## config.mk

```make
export PLATFORM = sky130hd
export DESIGN_NAME = fiao_overlay
export DESIGN_NICKNAME = d
export VERILOG_FILES = /design/src/design/fiao_pkg.sv /design/src/design/fiao_info_rom.sv /design/src/design/fiao_overlay.sv
export SDC_FILE = /design/constraint.sdc
export NUM_CORES = 1
export LEC_CHECK = 0
export BUFFER_PORTS_ARGS = -buffer_cell sky130_fd_sc_hd__buf_2
export CAP_MARGIN = 20
export CORE_ASPECT_RATIO = 0.7
export CORE_UTILIZATION = 42
export CTS_BUF_LIST = sky130_fd_sc_hd__clkbuf_16
export DETAILED_ROUTE_END_ITERATION = 12
export PLACE_DENSITY = 0.83
export REMOVE_ABC_BUFFERS = 1
export SYNTH_ARGS = -nofsm -noshare
export SYNTH_HDL_FRONTEND = slang
export SYNTH_SLANG_ARGS = --single-unit
```

## constraint.sdc

```tcl
create_clock -name clk_sys -period 2.09 [get_ports clk_sys]
set_input_delay 0.1045 -clock clk_sys [delete_from_list [all_inputs] [get_ports clk_sys]]
set_output_delay 0.1045 -clock clk_sys [all_outputs]
set_load 0.05 [all_outputs]
```

## src/design/fiao_pkg.sv

```systemverilog
// Constants shared by the information-area overlay and its storage.
// Assumes a 16-bit program address and 8-bit program data.
package fiao_pkg;
   localparam int FIAO_ADDR_W = 16;
   localparam int FIAO_DATA_W = 8;
   localparam int FIAO_AREA_BYTES = 128;
   localparam int FIAO_IDX_W = 7;
   localparam logic [15:0] FIAO_WIN_FIRST = 16'hfe00;
   localparam logic [15:0] FIAO_WIN_LAST = 16'hfe7f;
   localparam logic [8:0] FIAO_WIN_TAG = 9'h1fc;
   localparam int FIAO_SEL_BIT = 7;
   localparam logic [7:0] FIAO_PAGE_SEL_RESET = 8'h00;
   localparam logic [6:0] FIAO_PN_FIRST = 7'h40;
   localparam logic [6:0] FIAO_PN_LAST = 7'h53;
   localparam int FIAO_PN_CHARS = 20;
   localparam logic [7:0] FIAO_PN_FILL = 8'h0f;
   localparam logic [7:0] FIAO_RESERVED_FILL = 8'hff;
   localparam logic [7:0] FIAO_RD_RESET = 8'h00;
endpackage : fiao_pkg

```

## src/design/fiao_info_rom.sv

```systemverilog
// Constant contents of the 128-byte information area.
// Assumes the caller registers the output; this table is combinational.
`timescale 1ns/1ns
module fiao_info_rom
   import fiao_pkg::*;
#(
   parameter logic [511:0] OPTION_BYTES = {64{8'hff}},
   parameter logic [159:0] PART_NUMBER = {"PART0001", {12{8'h0f}}}
) (
   input wire logic [6:0] index,
   output logic [7:0] data
);
   logic [6:0] pn_off;

   // There is no write path at all, so the contents cannot change.
   always_comb begin
      pn_off = index - FIAO_PN_FIRST;
      if (index < FIAO_PN_FIRST) begin
         data = OPTION_BYTES[511 - 8 * index -: 8];
      end else if (index <= FIAO_PN_LAST) begin
         data = PART_NUMBER[159 - 8 * pn_off -: 8];
      end else begin
         data = FIAO_RESERVED_FILL;
      end
   end
endmodule : fiao_info_rom

```

## src/design/fiao_overlay.sv

```systemverilog
// Information-area overlay on the program memory read path.
// Assumes the core presents one read at a time and takes data a cycle later.
// Assumes program memory answers in the request cycle and that program
// requests carry their target on the read address.
// The overlay costs one mux level and a nine-bit compare in the read path.
//
// Behaviour
// - Overlay active only while page select bit 7 is 1.
// - The 128-byte area maps over program addresses FE00H to FE7FH.
// - While active, window reads return area bytes, not program memory.
// - The area is read-only; writes or programming never change it.
// - FE40-FE53 hold a 20-character left-justified part number padded with 0FH.
`timescale 1ns/1ns
module fiao_overlay
   import fiao_pkg::*;
(
   input wire logic clk_sys,
   input wire logic reset_n,
   input wire logic page_sel_wr,
   input wire logic [7:0] page_sel_wdata,
   output logic [7:0] page_sel_q,
   input wire logic rd_req,
   input wire logic [15:0] rd_addr,
   input wire logic [7:0] pmem_rdata,
   input wire logic prog_wr,
   output logic [7:0] rd_data_q,
   output logic rd_valid_q,
   output logic prog_wr_ok
);
   // ----------------------------------------------------------------
   // Select register and window decode
   // ----------------------------------------------------------------
   logic overlay_on;
   logic in_window;
   logic overlay_hit;
   logic [FIAO_IDX_W-1:0] area_idx;
   logic [7:0] info_byte;
   logic [7:0] rd_data_d;

   always_ff @(posedge clk_sys or negedge reset_n) begin
      if (!reset_n) begin
         page_sel_q <= FIAO_PAGE_SEL_RESET;
      end else if (page_sel_wr) begin
         page_sel_q <= page_sel_wdata;
      end
   end

   assign overlay_on = page_sel_q[FIAO_SEL_BIT];
   assign in_window = (rd_addr[15:7] == FIAO_WIN_TAG);
   assign overlay_hit = overlay_on && in_window;
   assign area_idx = rd_addr[FIAO_IDX_W-1:0];

   fiao_info_rom u_rom (
      .index(area_idx),
      .data(info_byte)
   );

   // ----------------------------------------------------------------
   // Read mux
   // ----------------------------------------------------------------
   // Program memory data arrives in the request cycle; the mux result is
   // registered so both sources share the same one-cycle latency.
   always_comb begin
      if (overlay_hit) begin
         rd_data_d = info_byte;
      end else begin
         rd_data_d = pmem_rdata;
      end
   end

   always_ff @(posedge clk_sys or negedge reset_n) begin
      if (!reset_n) begin
         rd_data_q <= FIAO_RD_RESET;
         rd_valid_q <= 1'b0;
      end else begin
         rd_valid_q <= rd_req;
         if (rd_req) begin
            rd_data_q <= rd_data_d;
         end
      end
   end

   // Writes into the window while the overlay is on are blocked from
   // reaching program flash, so neither store can be altered by them.
   assign prog_wr_ok = prog_wr && !overlay_hit;

   // ----------------------------------------------------------------
   // Checker helpers
   // ----------------------------------------------------------------
   // The span is worked out from the full window bounds instead of the
   // tag compare, so a slip in the decode shows up as a disagreement.
   logic chk_in_span;
   logic chk_in_pn;
   logic chk_in_rsv;
   logic chk_last_hit_q;
   logic [FIAO_IDX_W-1:0] chk_last_idx_q;
   logic chk_seen_q;
   logic [FIAO_IDX_W-1:0] chk_idx_q;
   logic [7:0] chk_byte_q;

   assign chk_in_span = (rd_addr >= FIAO_WIN_FIRST) && (rd_addr <= FIAO_WIN_LAST);
   assign chk_in_pn = chk_in_span && (area_idx >= FIAO_PN_FIRST)
      && (area_idx <= FIAO_PN_LAST);
   assign chk_in_rsv = chk_in_span && (area_idx > FIAO_PN_LAST);

   always_ff @(posedge clk_sys or negedge reset_n) begin
      if (!reset_n) begin
         chk_last_hit_q <= 1'b0;
         chk_last_idx_q <= '0;
      end else if (rd_req) begin
         chk_last_hit_q <= overlay_on && chk_in_span;
         chk_last_idx_q <= area_idx;
      end
   end

   // Only the first byte read from the area is kept; any later read of
   // the same location must return it unchanged.
   always_ff @(posedge clk_sys or negedge reset_n) begin
      if (!reset_n) begin
         chk_seen_q <= 1'b0;
         chk_idx_q <= '0;
         chk_byte_q <= FIAO_RD_RESET;
      end else if (rd_valid_q && chk_last_hit_q && !chk_seen_q) begin
         chk_seen_q <= 1'b1;
         chk_idx_q <= chk_last_idx_q;
         chk_byte_q <= rd_data_q;
      end
   end

   // ----------------------------------------------------------------
   // Checks
   // ----------------------------------------------------------------
   a_overlay_data: assert property (@(posedge clk_sys) disable iff (!reset_n)
      rd_req && page_sel_q[7] && rd_addr >= FIAO_WIN_FIRST && rd_addr <= FIAO_WIN_LAST
      |=> rd_valid_q && rd_data_q == $past(info_byte))
      else $error("window read did not return area byte");

   a_plain_data: assert property (@(posedge clk_sys) disable iff (!reset_n)
      rd_req && !page_sel_q[7] |=> rd_data_q == $past(pmem_rdata))
      else $error("overlay off but program data altered");

   a_outside_window: assert property (@(posedge clk_sys) disable iff (!reset_n)
      rd_req && (rd_addr < FIAO_WIN_FIRST || rd_addr > FIAO_WIN_LAST)
      |=> rd_data_q == $past(pmem_rdata))
      else $error("read outside window was overlaid");

   a_sel_follows: assert property (@(posedge clk_sys) disable iff (!reset_n)
      page_sel_wr |=> overlay_on == $past(page_sel_wdata[7]))
      else $error("overlay enable did not follow select bit");

   a_write_block: assert property (@(posedge clk_sys) disable iff (!reset_n)
      prog_wr && page_sel_q[FIAO_SEL_BIT] && chk_in_span |-> !prog_wr_ok)
      else $error("write reached overlaid area");

   a_pad_fill: assert property (@(posedge clk_sys) disable iff (!reset_n)
      rd_req && overlay_on && rd_addr == 16'hfe53 |=> rd_data_q == FIAO_PN_FILL)
      else $error("part number tail not padded");

   a_valid_pulse: assert property (@(posedge clk_sys) disable iff (!reset_n)
      !rd_req |=> !rd_valid_q)
      else $error("valid without request");

   // ----------------------------------------------------------------
   // Window decode checks
   // ----------------------------------------------------------------
   a_decode_agree: assert property (@(posedge clk_sys) disable iff (!reset_n)
      in_window == chk_in_span)
      else $error("window decode disagrees with bounds");

   a_edge_below: assert property (@(posedge clk_sys) disable iff (!reset_n)
      rd_req && overlay_on && rd_addr == FIAO_WIN_FIRST - 16'h0001
      |=> rd_data_q == $past(pmem_rdata))
      else $error("address below window was overlaid");

   a_edge_above: assert property (@(posedge clk_sys) disable iff (!reset_n)
      rd_req && overlay_on && rd_addr == FIAO_WIN_LAST + 16'h0001
      |=> rd_data_q == $past(pmem_rdata))
      else $error("address above window was overlaid");

   // ----------------------------------------------------------------
   // Select register checks
   // ----------------------------------------------------------------
   a_sel_load: assert property (@(posedge clk_sys) disable iff (!reset_n)
      page_sel_wr |=> page_sel_q == $past(page_sel_wdata))
      else $error("select register did not load");

   a_sel_hold: assert property (@(posedge clk_sys) disable iff (!reset_n)
      !page_sel_wr |=> $stable(page_sel_q))
      else $error("select register changed without a write");

   // ----------------------------------------------------------------
   // Read path checks
   // ----------------------------------------------------------------
   a_valid_follows: assert property (@(posedge clk_sys) disable iff (!reset_n)
      rd_req |=> rd_valid_q)
      else $error("read request got no valid");

   a_data_hold: assert property (@(posedge clk_sys) disable iff (!reset_n)
      !rd_req |=> $stable(rd_data_q))
      else $error("read data changed without a request");

   a_reserved_fill: assert property (@(posedge clk_sys) disable iff (!reset_n)
      rd_req && overlay_on && chk_in_rsv |=> rd_data_q == FIAO_RESERVED_FILL)
      else $error("reserved area byte not filled");

   a_area_stable: assert property (@(posedge clk_sys) disable iff (!reset_n)
      rd_req && overlay_on && chk_in_span && chk_seen_q && area_idx == chk_idx_q
      |=> rd_data_q == chk_byte_q)
      else $error("area byte changed between reads");

   // ----------------------------------------------------------------
   // Part number checks
   // ----------------------------------------------------------------
   a_pn_alnum: assert property (@(posedge clk_sys) disable iff (!reset_n)
      rd_req && overlay_on && chk_in_pn |=> (rd_data_q == FIAO_PN_FILL
      || rd_data_q inside {[8'h30:8'h39], [8'h41:8'h5a], [8'h61:8'h7a]}))
      else $error("part number byte not alphanumeric or fill");

   a_pn_first: assert property (@(posedge clk_sys) disable iff (!reset_n)
      rd_req && overlay_on && chk_in_span && area_idx == FIAO_PN_FIRST
      |=> rd_data_q != FIAO_PN_FILL)
      else $error("part number not left-justified");

   // ----------------------------------------------------------------
   // Write blocking checks
   // ----------------------------------------------------------------
   a_write_pass: assert property (@(posedge clk_sys) disable iff (!reset_n)
      prog_wr && !(overlay_on && chk_in_span) |-> prog_wr_ok)
      else $error("write outside overlay was blocked");

   a_write_idle: assert property (@(posedge clk_sys) disable iff (!reset_n)
      !prog_wr |-> !prog_wr_ok)
      else $error("write pass without request");
endmodule : fiao_overlay

```

After elaboration in Yosys (flattened, before gate mapping)
Cells that the tools add are included.
{"block": "totals", "reg_bits": 17, "input_bits": 37, "output_inout_bits": 18, "word_cells": 17}
{"block": "classes", "add_sub_neg": 3, "magnitude_cmp": 2, "n_eq_ne": 1, "n_shift": 2, "mux": 3, "n_reduce_logical": 3}
{"operator": "indexed part select 519 x 33 -> 8 bit (first input constant)", "n": 1}
{"operator": "indexed part select 167 x 33 -> 8 bit (first input constant)", "n": 1}
{"operator": "two-way mux 8 bit", "n": 3}
{"operator": "subtractor 8 x 10 -> 11 bit (first input constant)", "n": 1}
{"operator": "subtractor 9 x 10 -> 11 bit (first input constant)", "n": 1}
{"operator": "== test 9 bit (second input constant)", "n": 1}
{"operator": "<= comparator 7 bit (second input constant)", "n": 1}
{"operator": "< comparator 7 bit (second input constant)", "n": 1}
{"operator": "subtractor 7 bit (second input constant)", "n": 1}
{"operator": "logical AND 1 bit", "n": 2}
{"operator": "zero test 1 bit", "n": 1}

Longest topological paths before layout
{"block": "depth", "depth_word": 6, "mapped_depth": 7, "depth_no_buf": 7}

Cells and area by module
Synthesis repeated with hierarchy kept, for this count alone.
{"block": "unflattened", "cells_unflattened": 109, "area_unflattened_um2": 1057.3}
{"module": "fiao_overlay", "n_inst": 1, "cells_per_inst": 75, "area_per_inst_um2": 840.8, "seq_area_each_um2": 425.4}
{"module": "fiao_info_rom", "n_inst": 1, "cells_per_inst": 34, "area_per_inst_um2": 216.5, "seq_area_each_um2": 0.0}

Least setup slack after synthesis
No wires, ideal clock.
{"block": "synth_timing", "path_kind": "reg2reg", "start": "register page_sel_q[7]", "end": "register rd_data_q[2]", "setup_ns": 0.086, "arrival_time_ns": 1.946, "required_time_ns": 2.004, "setup_slack_ns": 0.058, "stages_incl_launch_ff": 7, "n_path_buf": 1, "synth_period_minus_slack_ns": 2.032, "path_cell_list": "dfrtp_1 > nand4_1 > or4_1 > buf_2 > o21a_2 > a21boi_4 > o221ai_2"}
{"block": "synth_via", "elab_chain_len": 2}
{"element": "start: declaration", "line": "fiao_overlay.sv:21", "source": "output logic [7:0] page_sel_q,"}
{"element": "start signal: assignment", "line": "fiao_overlay.sv:44", "source": "page_sel_q <= page_sel_wdata;"}
{"element": "logical AND 1 bit", "line": "fiao_overlay.sv:50", "source": "assign overlay_hit = overlay_on && in_window;"}
{"element": "two-way mux 8 bit", "line": "fiao_overlay.sv:64", "source": "if (overlay_hit) begin"}
{"element": "end signal: assignment", "line": "fiao_overlay.sv:78", "source": "rd_data_q <= rd_data_d;"}
{"element": "end: declaration", "line": "fiao_overlay.sv:26", "source": "output logic [7:0] rd_data_q,"}
Every way passes these cells.
A chain may end at the register's enable or synchronous reset.

Worst setup path in the final report
{"block": "layout_timing", "start": "register page_sel_q[7]", "end": "output port prog_wr_ok"}
{"block": "layout_via", "elab_chain_len": 3}
{"element": "logical AND 1 bit", "line": "fiao_overlay.sv:50"}
{"element": "zero test 1 bit", "line": "fiao_overlay.sv:85", "source": "assign prog_wr_ok = prog_wr && !overlay_hit;"}
{"element": "logical AND 1 bit", "line": "fiao_overlay.sv:85"}
{"element": "end: declaration", "line": "fiao_overlay.sv:28", "source": "output logic prog_wr_ok"}
Every way passes these cells.

==> results by group <==
Worst setup path
  • Worst setup startpoint: page_sel_q[7]
  • CP max-delay cell: or4_1
  • CP max stage delay: about 0.6 ns
  • Critical path cell sequence: nand4_1 > or4_1 > buf_4 > and2_1 > buf_2
  • CP Data Arrival Time: about 1.9 ns
  • Top delay family on crit path: simple AND/OR/NAND/NOR gates
  • WP buf/inv: 2
  • Startpoint Class: flip-flop
  • R2R Setup Slk: about 0.24 ns
  • R2R Path Start: page_sel_q[7]
  • Worst EP required: approximately 2.0 ns
  • Setup crit end kind: output port
  • Critical path class: flip-flop to output port
  • Worst Path Max Fanout: 5

Clock network
  • Clk sink count: 17
  • H-tree depth: 1
  • Hold buffer count at CTS: 1
  • CTS Buffer Depth: 2
  • Clock transition at path regs: 0.05 ns
  • Post-CTS setup buffer count: 0
  • CTS Buf Count: 3
  • Root Driver: clkbuf_16
  • CTS tree: built
  • Post-CTS Resized: 0
  • Worst-skew pair later-pin latency: between 0.2 and 0.3 ns

Routing
  • Antenna-violating nets left: 0
  • WL final: between 2000 and 2500 µm
  • DRC viols: 0
  • DRT Pass-1 Iters: 4
  • Iter 0 DRT Violations: 29
  • Mean number of vias per cell: 5.33
  • DR WL/cell: approximately 14 µm
  • Vias post-DR: between 900 and 1000

Final layout
  • Syn-to-layout area delta: 41.8%
  • Nets: roughly 190
  • Register area: between 400 and 500 µm²
  • Final instance area: 1320 µm²
  • Multi-input logic area: 468 µm²
  • N_diodes: 0
  • Fill cells: between 150 and 200
  • Share of layout cells above drive strength 1: a little under half

STA
  • Fmax: roughly 500 MHz
  • Pins Over Slew Limit: 0
  • Hold Slack: between 0.08 and 0.09 ns
  • Final setup fails: 0
  • Worst Setup Slack, final: 0.0936 ns
  • Fin. Hold Viols: 0
  • Slew headroom: between 50% and 60%
  • Post-route minimum period: approximately 2 ns
  • Worst Skew: around 0.00085 ns
  • RSZ-0062 raised after global routing: no
  • Final cycle utilization of the critical path: 95.5%
  • Final setup TNS: 0 ns
  • Least-Margin Pin Slew: roughly 0.68 ns

Floorplanning
  • Row count: 13
  • Core area: 1970 µm²
  • Die width: 58.2 µm
  • Starting Density: between 40% and 50%
  • Area of the die: roughly 2400 µm²
  • Die height: slightly above 40 µm
  • # IOs: 55

Logic synthesis
  • Synth unique cells: 32
  • Syn Std Cell Area: slightly above 900 µm²
  • Sequential area share after synthesis: roughly 46%
  • Avg Cell Area, Syn: 10.2 µm²
  • Post-synthesis register bit count: 17
  • Post-Synthesis Cells: between 90 and 100
  • Synth warn: 0

Outcome
  • Outcome: completed

Hold path
  • Min-delay worst type: input pin to flip-flop
  • Hold path startpoint: rd_req

Pwr
  • Static leakage: 0.638 nW
  • Max IR drop VDD: between 0.5 and 0.6 mV
  • Total power density per cell area: slightly below 800 nW/µm²

Placement
  • Gpl congestion: just over 0.9
  • I/O Buffers: 54
  • Setup WS pre-CTS: between 0.1 and 0.15 ns
  • Post-DP Area: ~1200 µm²
  • Post-DP HPWL: about 1900 µm

Global route
  • Largest net degree at the start of global routing: 18
  • GRT Residual Overflow: 0
  • Total GRT Usage: around a fifth
  • Vias in the first global route: around 800
  • First-pass GRT wire length: ~3600 µm
  • Initial antenna violation count: 0

Run
  • Max-Cap Viols: 0
per-stage QoR:
stage	power, mW	cells	utilization (%)
2_1_floorplan	0.557	87	-
3_3_place_gp	0.646	173	62.4
3_5_place_dp	0.654	173	62.4
4_1_cts	1.03	178	66.9
5_1_grt	1.07	178	66.9
6_report	1.02	178	66.9
worst paths after layout:
path                            cells after the start             to
max in group asynchronous                           2  page_sel_q[5]
worst max register to register                      6   rd_data_q[2]
worst min-delay path                                1     rd_valid_q
min in group asynchronous                           2  page_sel_q[6]
worst max-delay path                                5     prog_wr_ok
worst min register to register                      1   rd_data_q[6]
registers in the layout (all words and copies together), names as in the netlist:
name        flops
rd_data_q       8
page_sel_q      8
rd_valid_q      1
per-layer routing:
layer / part of all wire [%] / global-route usage, % / up-vias
li1: - / - / 445
met1: 44 / 26.8 / 443
met2: 47 / 36.2 / 58
met3: 8.4 / 6.48 / 2
met4: 0.49 / 7.14 / 0
met5: 0 / 0 / -
synth_stat cells:
master,n,share of area [%]
buf_6,1,1.2
a31oi_1,1,0.67
o22ai_1,1,0.67
nor4bb_1,2,2.2
buf_2,1,0.54
and4b_1,1,1.1
nor2_1,11,4.4
o21a_2,1,0.94
inv_1,3,1.2
xnor2_1,1,0.94
xor2_1,2,1.9
nor2b_1,1,0.67
clkbuf_1,2,0.81
o21ai_0,1,0.54
a21boi_0,1,0.81
o221ai_2,1,1.6
a21boi_4,1,2.0
and2_1,1,0.67
o31ai_1,2,1.6
nor3b_1,3,2.4
mux2_2,8,9.7
ha_1,1,1.3
or4_1,2,1.6
nand3b_1,1,0.81
nor4_1,2,1.3
o21a_1,2,1.6
nand4_1,2,1.3
dfrtp_1,17,46
nand2_1,8,3.2
o311ai_1,1,0.94
a21oi_1,8,4.3
a2111oi_0,1,0.94
cell usage in the layout, fill, tap and decap left out:
master / count
o31ai_1: 2
a21oi_1: 8
a31oi_1: 1
mux2_2: 8
a21boi_0: 1
o21a_1: 2
nand4_1: 2
and4b_1: 1
clkbuf_16: 3
nand2_1: 8
a21boi_4: 1
buf_4: 2
or4_1: 2
nor2_1: 11
nor3b_1: 3
a2111oi_0: 1
nor2b_1: 1
o21ai_0: 1
nor4bb_1: 2
o21a_2: 1
nor4_1: 2
o22ai_1: 1
inv_1: 4
o221ai_2: 1
ha_1: 1
dlygate4sd3_1: 1
o311ai_1: 1
xor2_1: 2
nand3b_1: 1
buf_2: 54
xnor2_1: 1
and2_1: 1
dfrtp_1: 17
kinds of logic after synthesis:
| logic type | after synthesis | synth area share [%] |
|---|---|---|
| AND/OR/NAND/NOR | 34 | 19.8 |
| AO/OA/AOI/OAI | 21 | 16.7 |
| flip-flops | 17 | 45.8 |
| multiplexers | 8 | 9.70 |
| buffers and inverters | 7 | 3.77 |
| XOR/XNOR | 3 | 2.83 |
| adder cells (fa/ha/maj) | 1 | 1.35 |
power breakdown:
part	internal [mW]	total (mW)	switching [mW]
logic	0.0864	0.275	0.189
clock network	0.253	0.370	0.117
registers	0.360	0.376	0.0155
layout make-up:
cell class                      instances  share of cell area (%)
Sequential cell                        17                    32.3
Timing Repair Buffer                   57                    22.4
Clock buffer                            3                    5.70
Multi-Input combinational cell         67                    35.6
Inverter                                3                   0.856
Tap cell                               30                    2.85
Clock inverter                          1                   0.285
No activity file was read; power rests on OpenSTA's default activity.
